`src/rtl/timer16_ctrl_defs.vh`:
```
// Constants for the 16-bit timer control block: offsets, fields, codes.
// Assumes inclusion by bare name from rtl files only.
`ifndef TIMER16_CTRL_DEFS_VH
`define TIMER16_CTRL_DEFS_VH
`define OFF_PRESCALE_EN     12'h000
`define OFF_WAVE_CFG        12'h004
`define OFF_FORCED_OUT      12'h008
`define OFF_HALVES          12'h00C
`define OFF_CMD_LOCK_CLR    12'h010
`define OFF_CMD_LOCK_SET    12'h014
`define OFF_BUFVALID_CLR    12'h018
`define OFF_BUFVALID_SET    12'h01C
`define BIT_ENABLE          0
`define PRESCALE_HI         3
`define PRESCALE_LO         1
`define BIT_AUTO_LOCK       3
`define PIN_OVR_HI          6
`define PIN_OVR_LO          4
`define CMD_HI              3
`define CMD_LO              2
`define BIT_LOCK            1
`define BIT_DIR             0
`define CMD_NONE            2'h0
`define CMD_UPDATE          2'h1
`define CMD_RESTART         2'h2
`define CMD_HARD_RESET      2'h3
`define WM_NORMAL           3'h0
`define WM_FREQUENCY        3'h1
`define WM_ONE_RAMP         3'h3
`define WM_TWO_RAMP_HIGH    3'h5
`define WM_TWO_RAMP_BOTH    3'h6
`define WM_TWO_RAMP_LOW     3'h7
`define TOP_FROM_PERIOD     1'h0
`define TOP_FROM_COMPARE0   1'h1
`define PT_TOP              2'h1
`define PT_BOTTOM           2'h2
`define PT_BOTH             2'h3
`define PT_NONE             2'h0
`define TAP_DIV1            10'h000
`define TAP_DIV2            10'h001
`define TAP_DIV4            10'h003
`define TAP_DIV8            10'h007
`define TAP_DIV16           10'h00F
`define TAP_DIV64           10'h03F
`define TAP_DIV256          10'h0FF
`define TAP_DIV1024         10'h3FF
`endif

```
`src/rtl/timer16_normal_mode_control.v`:
```
// Control registers and sequencing for a 16-bit timer in normal mode.
// Assumes an APB master on sys_clk; counter and compare datapath live outside.
//
// Function
// - Prescale code picks divide 1 to 1024
// - Enable bit starts and stops timer
// - Override bits route channel waveform to pins
// - Auto-lock holds lock until enabled buffers valid
// - With auto-lock, lock stays cleared until next update
// - Without auto-lock only software changes lock
// - Normal and frequency modes update at top
// - PWM modes: period top, update bottom
// - Normal mode emits no waveform on pins
// - Forced values drive waveform while disabled
// - Halves bit selects two 8-bit timers
// - Writing one in clear register clears
// - Lock, direction read same both registers
// - Command codes: none, update, restart, reset
// - Command field always reads zero
// - Lock one blocks buffered register updates
// - Direction bit: zero up, one down
// - Writing one in set register sets
// - Buffer-valid set on write, cleared on update
//
// The implementer's own choice: the APB register port.
`timescale 1ns/1ps
`include "timer16_ctrl_defs.vh"

module timer16_normal_mode_control (
  input  wire        sys_clk,
  input  wire        reset,
  input  wire        psel,
  input  wire        penable,
  input  wire        pwrite,
  input  wire [11:0] paddr,
  input  wire [31:0] pwdata,
  output wire        pready,
  output reg  [31:0] prdata,
  output wire        pslverr,
  input  wire [2:0]  compareBufferWrite,
  input  wire        cycleTopBufferWrite,
  input  wire        hwDirSet,
  input  wire        hwDirClear,
  input  wire [2:0]  waveformLevel,
  input  wire        atTop,
  input  wire        atBottom,
  output reg         countTick,
  output wire        timerEnabled,
  output wire        countDown,
  output wire        topSource,
  output wire        twoRamp,
  output wire        overflowEvent,
  output wire        updateCondition,
  output wire        bufferTransfer,
  output wire        restartCounter,
  output wire        hardResetTimer,
  output wire [2:0]  waveformPin,
  output wire [2:0]  waveformPinOverride,
  output wire        halvesMode
);

  // ----------------------------------------------------------------
  // Registers
  // ----------------------------------------------------------------
  reg        enable;
  reg [2:0]  prescaleSelect;
  reg [2:0]  channelPinOverride;
  reg        autoLock;
  reg [2:0]  waveformMode;
  reg [2:0]  forcedOutputValue;
  reg        halvesModeBit;
  reg        updateLock;
  reg        direction;
  reg [2:0]  compareBufferValid;
  reg        cycleTopBufferValid;
  reg [9:0]  prescaleCount;
  reg [1:0]  command;

  wire       busWrite;
  wire       busRead;
  wire [7:0] wbyte;
  reg        next_updateLock;
  reg        next_direction;
  reg [2:0]  next_compareBufferValid;
  reg        next_cycleTopBufferValid;
  reg        next_countTick;
  reg [1:0]  pointKind;
  reg        validPeriodTop;
  wire       allEnabledValid;
  wire       hwUpdate;
  wire       pwmFamily;
  wire       wrWaveCfg;
  wire       wrLockClear;
  wire       wrLockSet;
  wire       wrValidClear;
  wire       wrValidSet;
  wire       autoLockArm;
  reg  [9:0] tapMask;

  assign busWrite = psel & penable & pwrite;
  assign busRead  = psel & ~pwrite;
  assign wbyte    = pwdata[7:0];
  // Zero wait states; no unmapped fault, unmapped reads return zero
  assign pready   = 1'b1;
  assign pslverr  = 1'b0;

  // ----------------------------------------------------------------
  // Write decode
  // ----------------------------------------------------------------
  // Decoded for the status logic and auto-lock arm; control writes decode paddr again in their own case
  assign wrWaveCfg    = busWrite & (paddr == `OFF_WAVE_CFG);
  assign wrLockClear  = busWrite & (paddr == `OFF_CMD_LOCK_CLR);
  assign wrLockSet    = busWrite & (paddr == `OFF_CMD_LOCK_SET);
  assign wrValidClear = busWrite & (paddr == `OFF_BUFVALID_CLR);
  assign wrValidSet   = busWrite & (paddr == `OFF_BUFVALID_SET);
  // Switching auto-lock on arms the lock
  // Only the off-to-on write arms; rewriting it on keeps the lock state
  assign autoLockArm  = wrWaveCfg & wbyte[`BIT_AUTO_LOCK] & ~autoLock;

  // ----------------------------------------------------------------
  // Control register writes
  // ----------------------------------------------------------------
  // Zero at reset
  always @(posedge sys_clk)
  begin
    if (reset)
    begin
      enable             <= 1'b0;
      prescaleSelect     <= 3'h0;
      channelPinOverride <= 3'h0;
      autoLock           <= 1'b0;
      waveformMode       <= `WM_NORMAL;
      forcedOutputValue  <= 3'h0;
      halvesModeBit      <= 1'b0;
      command            <= `CMD_NONE;
    end
    else
    begin
      // Command is a strobe, held one cycle only
      command <= `CMD_NONE;
      if (busWrite)
      begin
        case (paddr)
          `OFF_PRESCALE_EN:
          begin
            enable         <= wbyte[`BIT_ENABLE];
            prescaleSelect <= wbyte[`PRESCALE_HI:`PRESCALE_LO];
          end
          `OFF_WAVE_CFG:
          begin
            channelPinOverride <= wbyte[`PIN_OVR_HI:`PIN_OVR_LO];
            autoLock           <= wbyte[`BIT_AUTO_LOCK];
            waveformMode       <= wbyte[2:0];
          end
          `OFF_FORCED_OUT:   forcedOutputValue <= wbyte[2:0];
          `OFF_HALVES:       halvesModeBit <= wbyte[0];
          // Same command via clear or set
          `OFF_CMD_LOCK_CLR: command <= wbyte[`CMD_HI:`CMD_LO];
          `OFF_CMD_LOCK_SET: command <= wbyte[`CMD_HI:`CMD_LO];
          default:           command <= `CMD_NONE;
        endcase
      end
    end
  end

  // ----------------------------------------------------------------
  // Prescaler
  // ----------------------------------------------------------------
  // Tick every 1,2,4,8,16,64,256,1024 clocks
  always @*
  begin
    // Tick when all low bits of the free counter are ones
    case (prescaleSelect)
      3'h0:    tapMask = `TAP_DIV1;
      3'h1:    tapMask = `TAP_DIV2;
      3'h2:    tapMask = `TAP_DIV4;
      3'h3:    tapMask = `TAP_DIV8;
      3'h4:    tapMask = `TAP_DIV16;
      3'h5:    tapMask = `TAP_DIV64;
      3'h6:    tapMask = `TAP_DIV256;
      default: tapMask = `TAP_DIV1024;
    endcase
    next_countTick = ((prescaleCount & tapMask) == tapMask);
  end

  always @(posedge sys_clk)
  begin
    if (reset || !enable || restartCounter)
    begin
      prescaleCount <= 10'h000;
      countTick     <= 1'b0;
    end
    else
    begin
      prescaleCount <= prescaleCount + 10'h001;
      countTick     <= next_countTick;
    end
  end

  // ----------------------------------------------------------------
  // Waveform mode decode
  // ----------------------------------------------------------------
  // Normal/frequency: top source, update at top
  // PWM: period top, update at bottom, overflow per code
  always @*
  begin
    validPeriodTop = 1'b1;
    case (waveformMode)
      `WM_NORMAL:        pointKind = `PT_TOP;
      `WM_FREQUENCY:     pointKind = `PT_TOP;
      `WM_ONE_RAMP:      pointKind = `PT_BOTTOM;
      `WM_TWO_RAMP_HIGH: pointKind = `PT_TOP;
      `WM_TWO_RAMP_BOTH: pointKind = `PT_BOTH;
      `WM_TWO_RAMP_LOW:  pointKind = `PT_BOTTOM;
      default:
      begin
        // Reserved codes produce no events
        pointKind      = `PT_NONE;
        validPeriodTop = 1'b0;
      end
    endcase
  end

  assign pwmFamily = (waveformMode == `WM_ONE_RAMP) || waveformMode[2] & validPeriodTop;
  assign topSource = (waveformMode == `WM_FREQUENCY) ? `TOP_FROM_COMPARE0 : `TOP_FROM_PERIOD;
  assign twoRamp   = waveformMode[2] & validPeriodTop;
  assign overflowEvent = enable &
    ((pointKind[0] & atTop) | (pointKind[1] & atBottom));
  // PWM updates at bottom, normal and frequency at top
  assign hwUpdate = enable & validPeriodTop &
    (pwmFamily ? atBottom : atTop);
  assign updateCondition = hwUpdate | (command == `CMD_UPDATE);
  assign bufferTransfer  = updateCondition & ~updateLock;
  assign restartCounter  = (command == `CMD_RESTART);
  assign hardResetTimer  = (command == `CMD_HARD_RESET) & ~enable;
  assign timerEnabled    = enable;
  assign halvesMode      = halvesModeBit;
  // Zero counts up, one counts down
  assign countDown       = direction;

  // ----------------------------------------------------------------
  // Waveform pins
  // ----------------------------------------------------------------
  // Forced values while stopped
  assign waveformPin = enable ? waveformLevel : forcedOutputValue;
  // Override only in frequency or PWM modes
  // Normal mode never reaches the pin
  // Pin direction is software's job at the port
  assign waveformPinOverride = channelPinOverride &
    {3{(waveformMode == `WM_FREQUENCY) | pwmFamily}};

  // ----------------------------------------------------------------
  // Lock, direction and buffer-valid status
  // ----------------------------------------------------------------
  assign allEnabledValid =
    ((compareBufferValid | ~channelPinOverride) == 3'h7);

  always @*
  begin
    next_updateLock          = updateLock;
    next_direction           = direction;
    next_compareBufferValid  = compareBufferValid;
    next_cycleTopBufferValid = cycleTopBufferValid;
    if (wrLockClear)
    begin
      if (wbyte[`BIT_LOCK]) next_updateLock = 1'b0;
      if (wbyte[`BIT_DIR])  next_direction  = 1'b0;
    end
    if (wrLockSet)
    begin
      if (wbyte[`BIT_LOCK]) next_updateLock = 1'b1;
      if (wbyte[`BIT_DIR])  next_direction  = 1'b1;
    end
    if (wrValidClear)
    begin
      next_compareBufferValid  = next_compareBufferValid & ~wbyte[3:1];
      next_cycleTopBufferValid = next_cycleTopBufferValid & ~wbyte[0];
    end
    if (wrValidSet)
    begin
      next_compareBufferValid  = next_compareBufferValid | wbyte[3:1];
      next_cycleTopBufferValid = next_cycleTopBufferValid | wbyte[0];
    end
    if (hwDirClear) next_direction = 1'b0;
    if (hwDirSet)   next_direction = 1'b1;
    if (updateCondition)
    begin
      next_compareBufferValid  = 3'h0;
      next_cycleTopBufferValid = 1'b0;
    end
    // Buffer write sets, winning over the clear
    next_compareBufferValid  = next_compareBufferValid | compareBufferWrite;
    next_cycleTopBufferValid = next_cycleTopBufferValid | cycleTopBufferWrite;
    // Auto-lock switched on sets the lock at once
    if (autoLockArm)
      next_updateLock = 1'b1;
    // Without auto-lock only writes above touch the lock
    if (autoLock)
    begin
      // Release once all enabled buffers valid
      if (updateLock && allEnabledValid)
        next_updateLock = 1'b0;
      // Relock at the update that transferred
      else if (!updateLock && updateCondition)
        next_updateLock = 1'b1;
    end
  end

  always @(posedge sys_clk)
  begin
    if (reset)
    begin
      updateLock          <= 1'b0;
      direction           <= 1'b0;
      compareBufferValid  <= 3'h0;
      cycleTopBufferValid <= 1'b0;
    end
    else
    begin
      updateLock          <= next_updateLock;
      direction           <= next_direction;
      compareBufferValid  <= next_compareBufferValid;
      cycleTopBufferValid <= next_cycleTopBufferValid;
    end
  end

  // ----------------------------------------------------------------
  // Read data
  // ----------------------------------------------------------------
  always @(posedge sys_clk)
  begin
    if (reset)
      prdata <= 32'h00000000;
    else if (busRead && !penable)
    begin
      case (paddr)
        `OFF_PRESCALE_EN:  prdata <= {28'h0000000, prescaleSelect, enable};
        `OFF_WAVE_CFG:     prdata <= {25'h0000000, channelPinOverride, autoLock,
                                      waveformMode};
        `OFF_FORCED_OUT:   prdata <= {29'h00000000, forcedOutputValue};
        `OFF_HALVES:       prdata <= {31'h00000000, halvesModeBit};
        `OFF_CMD_LOCK_CLR: prdata <= {28'h0000000, 2'h0, updateLock, direction};
        `OFF_CMD_LOCK_SET: prdata <= {28'h0000000, 2'h0, updateLock, direction};
        `OFF_BUFVALID_CLR: prdata <= {28'h0000000, compareBufferValid,
                                      cycleTopBufferValid};
        `OFF_BUFVALID_SET: prdata <= {28'h0000000, compareBufferValid,
                                      cycleTopBufferValid};
        default:           prdata <= 32'h00000000;
      endcase
    end
  end

endmodule // timer16_normal_mode_control

```
`config.mk`:
```
export PLATFORM = sky130hd
export DESIGN_NAME = timer16_normal_mode_control
export DESIGN_NICKNAME = d
export VERILOG_FILES = /design/src/rtl/timer16_normal_mode_control.v
export VERILOG_INCLUDE_DIRS = /design/src /design/src/rtl
export SDC_FILE = /design/constraint.sdc
export NUM_CORES = 1
export LEC_CHECK = 0
export ABC_AREA = 1
export BUFFER_PORTS_ARGS = -buffer_cell sky130_fd_sc_hd__buf_2
export CORE_UTILIZATION = 35
export CTS_CLUSTER_SIZE = 16
export DETAILED_ROUTE_END_ITERATION = 16
export MAX_ROUTING_LAYER = met4
export SYNTH_ARGS = -nofsm -noshare
export SYNTH_HDL_FRONTEND = slang
export SYNTH_SLANG_ARGS = --single-unit
export TNS_END_PERCENT = 5
```
`constraint.sdc`:
```
create_clock -name sys_clk -period 1.17 [get_ports sys_clk]
set_input_delay 0.117 -clock sys_clk [delete_from_list [all_inputs] [get_ports sys_clk]]
set_output_delay 0.117 -clock sys_clk [all_outputs]
set_load 0.01 [all_outputs]
```
==> flow_metrics.env, run 1 <==
export IMPL_p_total_mw=2.595
export IMPL_initial_core_util_pct=36.04
export IMPL_die_y_um=85.41
export IMPL_ys_ff_latch=41
export IMPL_num_vias=2530
export IMPL_antenna_left=0
export IMPL_cts_buffer_depth=2
export IMPL_min_from="hwDirSet"
export IMPL_vias_per_cell=4.625
export IMPL_ys_top_cells_by_area="dfxtp_1, nand2_1, buf_4, inv_1, a21oi_1"
export IMPL_drv_slew=0
export IMPL_insertion_delay_ns=0.29
export IMPL_fin_crit_sh_pct=130.8
export IMPL_cts_buffers=5
export IMPL_grt_total_usage_pct=18.31
export IMPL_synthArstFlopShare_pct=0
export IMPL_cts_tree="yes"
export IMPL_dr_first_iter_drc_count=138
export IMPL_grt_max_degree=12
export IMPL_place_congestion=0.8558
export IMPL_core_um2=6756
export IMPL_cp_end_kind="output port"
export IMPL_clock_skew_ns=0.003289
export IMPL_wl_per_cell_um=11.47
export IMPL_r2r_end="updateLock"
export IMPL_rsz0062_at_grt="true"
export IMPL_hold_ws_ns=0.04223
export IMPL_synth_enable_flop_cells=0
export IMPL_worst_slack_ns=-0.3601
export IMPL_worstSetupPathType="reg2out"
export IMPL_grt_pass1_vias=2236
export IMPL_vdd_drop_max_mv=0.5080
export IMPL_port_buffers=58
export IMPL_syn_area_um2=2435
export IMPL_finalHoldViolCount=0
export IMPL_drc=0
export IMPL_synth_top_area_share_pct=33.71
export IMPL_r2r_start="waveformMode[1]"
export IMPL_synth_yosys_seq_area_share_pct=33.71
export IMPL_dr_pass1_iters=4
export IMPL_numClockSinks=41
export IMPL_cts_root_buffer="clkbuf_8"
export IMPL_hold_path_class="in2reg"
export IMPL_rows=30
export IMPL_reg2regPathDepth=12
export IMPL_antenna_found_initial=0
export IMPL_synth_cells=363
export IMPL_timing_fmax_mhz=653.5
export IMPL_post_place_ws_ns=-0.2451
export IMPL_fin_crit_ns=1.530
export IMPL_synth_largest_area_cell="dfxtp_1"
export IMPL_grt_ovfl_total=0
export IMPL_hold_end="countDown"
export IMPL_holdBufCountCts=0
export IMPL_violations="negative setup slack"
export IMPL_cp_arrival_ns=1.41
export IMPL_status="finished with violations"
export IMPL_die_area_um2=7294
export IMPL_synth_ff_type="dfxtp_1"
export IMPL_setup_worst_path_start_class="register"
export IMPL_p_leak_nw=1.522
export IMPL_wl_um=6275
export IMPL_path_clk_slew_ns=0.07
export IMPL_antenna_cells=0
export IMPL_grt_pass1_wl_um=10310
export IMPL_postSynthAreaPerCell_um2=6.708
export IMPL_rrSetupSlack_ns=-0.30
export IMPL_drive_above_1_share_pct=36.40
export IMPL_maxCapViolCount=0
export IMPL_critical_path_required_ns=1.05
export IMPL_cp_max_fo=3
export IMPL_synth_cell_types=33
export IMPL_tns_ns=-2.813
export IMPL_yosys_warnings=0
export IMPL_ios=111
export IMPL_post_dp_hpwl_um=4886
export IMPL_areaGrowthSynthToFinish_pct=33.50
export IMPL_die_w_um=85.41
export IMPL_p_per_area_nw_per_um2=798.2
export IMPL_setup_viol=14
export IMPL_cts_max_level=2
export IMPL_hold_depth=3
export IMPL_nets=527
Yosys cell counts (2+ instances only):
library cell / number
o21ai_0: 33
o21ai_1: 7
inv_1: 50
nor2_1: 35
nor3_4: 3
conb_1: 2
nor3_1: 8
o211ai_1: 5
inv_2: 5
nand2_1: 68
nand3_2: 3
buf_4: 28
nor2_2: 3
a21oi_1: 35
clkbuf_1: 3
nand2_2: 2
nand3_1: 17
dfxtp_1: 41
area by class of cell:
cell class                      instances  area [µm²]
Clock buffer                            8       80.08
Multi-Input combinational cell        261        1381
Timing Repair Buffer                  102       640.6
Inverter                               55       209.0
Fill cell                             714        3506
Sequential cell                        41       839.6
Tap cell                               80       100.1
how the worst max path moves through the flow:
stage	slack [ns]	from	endpoint
global placement	-0.18	paddr[9]	channelPinOverride[0]
floorplan	-0.07	prescaleCount[1]	prescaleCount[9]
detailed placement	-0.25	paddr[9]	countDown
CTS	-0.40	waveformMode[1]	bufferTransfer
global route	-0.45	waveformMode[1]	updateCondition
finish	-0.36	waveformMode[1]	updateCondition
flip-flops by register name, indices dropped and copies added (netlist names), 2 cells and up:
name                flops
forcedOutputValue       3
prescaleSelect          3
prescaleCount          10
compareBufferValid      3
waveformMode            3
channelPinOverride      3
command                 2
prdata                  7
cell families (layout without fill, tap and decap cells):
kind of cell             count (synthesis)  in the layout  synth area share [%]
AO/OA/AOI/OAI                           87             87                 19.27
XOR/XNOR                                 1              1                0.3598
adder cells (fa/ha/maj)                  1              1                0.5138
buffers and inverters                   86            165                 17.57
flip-flops                              41             41                 33.71
other                                    2             27                0.3084
AND/OR/NAND/NOR                        145            145                 28.26
report_power, final:
part	switching (mW)	internal, mW	total (mW)
Clock	0.447	0.423	0.871
Combinational	0.191	0.115	0.305
Sequential	0.0121	1.41	1.42
per-layer routing:
metal | GRT usage [%] | wire length [µm] | vias up
met5 | - | 0 | -
met4 | 5.152 | 68 | 0
met3 | 2.626 | 289 | 7
met2 | 28.65 | 2892 | 77
met1 | 24.61 | 3024 | 1122
li1 | - | - | 1324
critical path: stages (launching register included):
cell,delay [ns]
dfxtp_2,0.36
inv_2,0.06
nand2_4,0.08
nand2_2,0.06
o211ai_1,0.18
o21ai_2,0.12
buf_4,0.15
buf_6,0.11
placed cells by master, fill, tap and decap left out, types with 3 or more instances in the layout:
cell type / synthesis / final
buf_4: 28 / 43
o21ai_2: 1 / 5
nor2_1: 35 / 31
inv_1: 50 / 43
conb_1: 2 / 27
nand2_4: 1 / 3
nand3_2: 3 / 4
nand2_2: 2 / 11
o21ai_0: 33 / 26
nor3_4: 3 / 3
dfxtp_4: 0 / 3
o211ai_1: 5 / 5
nand3_1: 17 / 16
nor2_2: 3 / 6
a21oi_2: 1 / 4
a21oi_1: 35 / 32
inv_2: 5 / 11
o21ai_1: 7 / 10
clkbuf_1: 3 / 3
nor3_1: 8 / 7
dfxtp_2: 0 / 6
buf_2: 0 / 56
clkbuf_8: 0 / 5
nand2_1: 68 / 57
dfxtp_1: 41 / 32
per-stage QoR:
step / area (µm²) / utilization, % / instances
2_1_floorplan: 2535 / - / 388
3_3_place_gp: 2989 / 44.24 / 533
3_5_place_dp: 2989 / 44.24 / 533
4_1_cts: 3143 / 46.52 / 546
5_1_grt: 3251 / 48.11 / 547
6_report: 3251 / 48.11 / 547
timing repair:
item,in CTS,in global routing
pin swaps,7,7
setup buffers,5,1
resized for setup,23,35
endpoints found under the setup margin,23,30
Note: power is estimated with default switching activity, not from simulation.
==> inputs of run 2 (changes only) <==
Settings changed: CORE_MARGIN set to 5.
==> run 2 against run 1 <==
Effect of this change: the run still ends with negative setup slack left; critical path depth grew 1; sequential share of layout area up 0.085 points; hold slack lost 0.011 ns; clock skew increased by 0.0062 ns; first-iteration DRC count rose by 14%; final area fell by 0.92%; global-route usage is 2.9 points lower; utilization is 0.71 points lower; clock-buffer cell count fell by 1; die area grew 20%; critical endpoint is now bufferTransfer; largest cell class unchanged; largest power group unchanged; highest routed layer unchanged.
==> flow_metrics.env, run 2 (synthesized netlist as in run 1, its figures left out) <==
export IMPL_status="finished with violations"
export IMPL_violations="negative setup slack"
export IMPL_grt_total_usage_pct=15.41
export IMPL_dr_pass1_iters=4
export IMPL_num_vias=2507
export IMPL_fin_crit_ns=1.546
export IMPL_core_um2=6794
export IMPL_p_leak_nw=1.513
export IMPL_drive_above_1_share_pct=34.70
export IMPL_reg_largest_list="prescaleCount (10), prdata (7)"
export IMPL_antenna_found_initial=0
export IMPL_p_sw_uw=687.6
export IMPL_wl_um=6668
export IMPL_dr_first_iter_drc_count=158
export IMPL_post_dp_hpwl_um=5310
export IMPL_place_congestion=0.9101
export IMPL_placed_cells=547
export IMPL_finalInstanceArea_um2=3221
export IMPL_cp_max_fo=3
export IMPL_fin_crit_sh_pct=132.1
export IMPL_grt_ovfl_total=0
export IMPL_rows=30
export IMPL_numClockSinks=41
export IMPL_antenna_left=0
export IMPL_vias_per_cell=4.477
export IMPL_die_y_um=93.41
export IMPL_die_w_um=93.41
export IMPL_relSlewSlack_pct=63.57
export IMPL_drv_slew=0
export IMPL_cts_root_buffer="clkbuf_8"
export IMPL_cp_end_kind="output port"
export IMPL_ios=111
export IMPL_final_common_cell="nand2_1"
export IMPL_setup_viol=16
export IMPL_place_area_um2=2994
export IMPL_sequentialPowerShare_pct=51.9
export IMPL_insertion_delay_ns=0.29
export IMPL_antenna_cells=0
export IMPL_worst_slew_pin_slew_ns=0.5459
export IMPL_port_buffers=58
export IMPL_grt_max_degree=20
export IMPL_switching_share_pct=25.08
export IMPL_cts_tree="yes"
export IMPL_top_register="prescaleCount"
export IMPL_die_area_um2=8724
export IMPL_final_cell_mix="nand2_1, buf_2, inv_1, buf_4, a21oi_1"
export IMPL_nets=524
export IMPL_finalNonFillerCells=560
export IMPL_comb_power_share_pct=11.0
export IMPL_clock_skew_ns=0.009524
export IMPL_p_per_area_nw_per_um2=851.5
export IMPL_worstSetupPathType="reg2out"
export IMPL_wl_per_cell_um=11.91
export IMPL_finalHoldViolCount=0
export IMPL_cts_buffers=5
export IMPL_critical_path_required_ns=1.05
export IMPL_pwr_share_clk_pct=37.1
export IMPL_timing_fmax_mhz=646.8
export IMPL_hold_path_class="in2reg"
export IMPL_power_internal_mw=2.055
export IMPL_grt_pass1_vias=2239
export IMPL_maxCapViolCount=0
export IMPL_worst_slack_ns=-0.3760
export IMPL_areaGrowthSynthToFinish_pct=32.27
export IMPL_rsz0062_at_grt="true"
export IMPL_drc=0
export IMPL_setup_worst_path_start_class="register"
export IMPL_cts_max_level=2
export IMPL_cts_buffer_depth=2
export IMPL_largest_reg_flops=10
export IMPL_path_clk_slew_ns=0.08
export IMPL_grt_pass1_wl_um=10470
export IMPL_initial_core_util_pct=35.84
export IMPL_cp_arrival_ns=1.43
export IMPL_vdd_drop_max_mv=0.4346
[run 2: cell count changes in the layout (fill, tap and decap cells not counted), moves of 3 or more]
| cell | delta |
|---|---|
| clkbuf_1 | -3 |
| a21oi_2 | -3 |
| o21ai_2 | -4 |
| a21oi_1 | +3 |
| buf_4 | -3 |
[run 2: what timing repair did]
item                                    CTS  global route
hold buffers                              0             0
gates resized for setup                  21            22
buffers inserted                          3             2
pin swaps                                 6             5
endpoints found under the setup margin   22            33
[run 2: metal layers]
metal  up-vias  part of all wire, %  wire (µm)  GRT usage [%]
li1       1315                    -          -              -
met5         -                    0          0              -
met3         6                  6.3        422          1.931
met1      1103                   48       3176          19.94
met4         0                  1.1         76          4.396
met2        83                   45       2993          25.25
[run 2: cell type report]
class / instances / area [µm²]
tap: 96 / 120.1
clock inverter: 1 / 5.005
sequential: 41 / 834.6
timing repair buffer: 99 / 618.1
fill: 728 / 3573
clock buffer: 7 / 96.34
inverter: 55 / 209.0
multi-input combinational: 261 / 1338
[run 2: worst max-delay path, cell delays in order (launching register included)]
cell	delay [ns]
dfxtp_2	0.37
nand2_2	0.06
nand2_2	0.07
nand2_2	0.05
o211ai_1	0.18
o21ai_2	0.13
nand2_2	0.11
inv_2	0.04
buf_6	0.11
[run 2: worst paths after layout]
kind / to / from / cells after the start / slack, ns
max: bufferTransfer / waveformMode[1] / 8 / -0.38
min: prescaleSelect[1] / reset / 2 / 0.03
max reg2reg: updateLock / waveformMode[1] / 13 / -0.32
min reg2reg: prdata[1] / prdata[1] / 2 / 0.47
[run 2: power by group through the flow]
stage | clock (mW) | sequential, mW | combinational (mW)
2_1_floorplan | 0 | 1.46 | 0.218
3_3_place_gp | 0 | 1.46 | 0.293
3_5_place_dp | 0 | 1.46 | 0.295
4_1_cts | 1.04 | 1.42 | 0.297
5_1_grt | 1.10 | 1.43 | 0.338
6_report | 1.02 | 1.42 | 0.302
[run 2: per-stage QoR]
step	worst slack [ns]	total power [mW]	TNS, ns	hold slack [ns]	util, %
global placement	-0.1817	1.751	-4.589	0.3267	44.07
floorplan	-0.07364	1.676	-0.2385	0.2344	-
detailed placement	-0.2073	1.753	-5.018	0.3475	44.07
global route	-0.4427	2.864	-3.994	0.03376	47.40
finish	-0.3760	2.742	-2.457	0.03107	47.40
CTS	-0.3870	2.760	-2.136	0.02677	46.56
==> inputs of run 3 (changes only) <==
Clock period 1.17 ns to 1.7 ns, I/O delays scaled along.
==> run 3 against run 2 <==
Effect of this change: the run now ends clean; global-route usage decreased by 0.72 points; clock-buffer cell count unchanged; total power fell by 34%; clock skew is 0.0017 ns lower; critical path type unchanged; critical endpoint unchanged.
==> flow_metrics.env, run 3 (synthesized netlist as in run 1, its figures left out) <==
export IMPL_status="complete, no violations"
export IMPL_timing_fmax_mhz=614.8
export IMPL_place_area_um2=2763
export IMPL_tns_ns=0
export IMPL_setup_viol=0
export IMPL_areaGrowthSynthToFinish_pct=17.99
export IMPL_p_sw_uw=460.7
export IMPL_p_per_area_nw_per_um2=632.6
export IMPL_cts_buffers=5
export IMPL_fin_crit_sh_pct=95.68
export IMPL_seqCellArea_um2=824.5
export IMPL_reg_largest_list="prescaleCount (10), prdata (7)"
export IMPL_setup_worst_path_start_class="register"
export IMPL_finalHoldViolCount=0
export IMPL_initial_core_util_pct=35.84
export IMPL_use_met3_pct=2.253
export IMPL_sequentialPowerShare_pct=54.0
export IMPL_fin_crit_ns=1.627
export IMPL_cts_tree="yes"
export IMPL_dr_pass1_iters=5
export IMPL_vias_per_cell=4.567
export IMPL_clock_skew_ns=0.007834
export IMPL_cts_max_level=2
export IMPL_cts_buffer_depth=2
export IMPL_switching_share_pct=25.35
export IMPL_final_common_cell="nand2_1"
export IMPL_rows=30
export IMPL_drive_above_1_share_pct=23.49
export IMPL_cts_root_buffer="clkbuf_8"
export IMPL_hold_ws_ns=0.08548
export IMPL_final_util_pct=42.28
export IMPL_port_buffers=58
export IMPL_cp_max_fo=3
export IMPL_dr_first_iter_drc_count=136
export IMPL_antenna_left=0
export IMPL_cp_end_kind="output port"
export IMPL_pwr_share_clk_pct=35.7
export IMPL_die_area_um2=8724
export IMPL_post_dp_hpwl_um=5095
export IMPL_hold_depth=3
export IMPL_vdd_drop_max_mv=0.4743
export IMPL_grt_pass1_vias=2119
export IMPL_die_w_um=93.41
export IMPL_final_cell_mix="nand2_1, buf_2, inv_1, dfxtp_1"
export IMPL_comb_power_share_pct=10.3
export IMPL_top_register="prescaleCount"
export IMPL_insertion_delay_ns=0.30
export IMPL_top_usage_layer="met2"
export IMPL_cp_arrival_ns=1.46
export IMPL_holdBufCountCts=0
export IMPL_antenna_found_initial=0
export IMPL_multiInputGateArea_um2=1285
export IMPL_die_y_um=93.41
export IMPL_worst_slack_ns=0.07347
export IMPL_path_clk_slew_ns=0.08
export IMPL_grt_use_met1_pct=19.56
export IMPL_use_met2_pct=22.99
export IMPL_hold_path_class="in2reg"
export IMPL_largest_reg_flops=10
export IMPL_worstSetupPathType="reg2out"
export IMPL_grt_total_usage_pct=14.68
export IMPL_p_leak_nw=1.330
export IMPL_num_vias=2402
export IMPL_antenna_cells=0
export IMPL_grt_max_degree=13
export IMPL_post_place_ws_ns=0.2225
export IMPL_grt_ovfl_total=0
export IMPL_wl_um=6314
export IMPL_nets=491
export IMPL_maxCapViolCount=0
export IMPL_grt_pass1_wl_um=10010
export IMPL_reg2regPathDepth=9
export IMPL_core_um2=6794
export IMPL_drv_slew=0
export IMPL_fill_cells=747
export IMPL_place_congestion=0.8752
export IMPL_finalInstanceArea_um2=2873
export IMPL_critical_path_required_ns=1.53
export IMPL_numClockSinks=41
export IMPL_power_internal_mw=1.357
export IMPL_ios=111
export IMPL_drc=0
export IMPL_wl_per_cell_um=12.00
[run 3: cell types whose count changed in the layout (fill, tap and decap cells not counted), moves of 5 or more]
cell     before  now
o21ai_0      28   33
nand2_1      57   66
o21ai_1      12    7
buf_4        40    8
dfxtp_1      32   38
dfxtp_2       8    3
nand2_2      12    4
[run 3: final cells by class]
class / instances / area share (%)
flip-flops and latches: 41 / 28.70
multi-input cells: 261 / 44.73
repair buffers: 66 / 12.20
well taps: 96 / 4.181
clock buffers: 7 / 3.005
inverters: 55 / 7.186
[run 3: worst paths after layout]
check,slack [ns],start,to
hold / removal,0.09,hwDirSet,countDown
setup / recovery,0.07,waveformMode[1],bufferTransfer
setup reg to reg,0.24,prescaleCount[0],prescaleCount[9]
hold reg to reg,0.45,channelPinOverride[0],prdata[4]
[run 3: power by group through the flow]
stage	clock, mW	combinational [mW]	sequential, mW
6_report	0.649	0.186	0.982
3_3_place_gp	0	0.183	1.00
5_1_grt	0.712	0.211	0.983
4_1_cts	0.659	0.185	0.982
3_5_place_dp	0	0.185	1.00
2_1_floorplan	0	0.150	1.00
[run 3: repair_timing]
action / CTS / global route
pin swaps: 0 / 2
setup buffers: 0 / 2
setup endpoints to repair: 1 / 1
resized for setup: 1 / 6
[run 3: worst max-delay path, stage by stage (launching register included)]
cell,delay (ns)
dfxtp_2,0.34
nand2_1,0.08
nand2_2,0.09
nand2_1,0.07
o211ai_1,0.20
o21ai_2,0.11
nand2_1,0.09
inv_1,0.05
buf_2,0.13
[run 3: metal layers]
layer	part of all wire [%]	wire length, µm
met1	46	2908
met2	45	2861
met3	7.2	456
met4	1.4	87
met5	0	0
[run 3: per-stage QoR]
step                      total power [mW]  cells
after floorplan                      1.154    388
after global placement               1.187    517
after detailed placement             1.189    517
after CTS                            1.826    524
after global routing                 1.907    526
final                                1.817    526
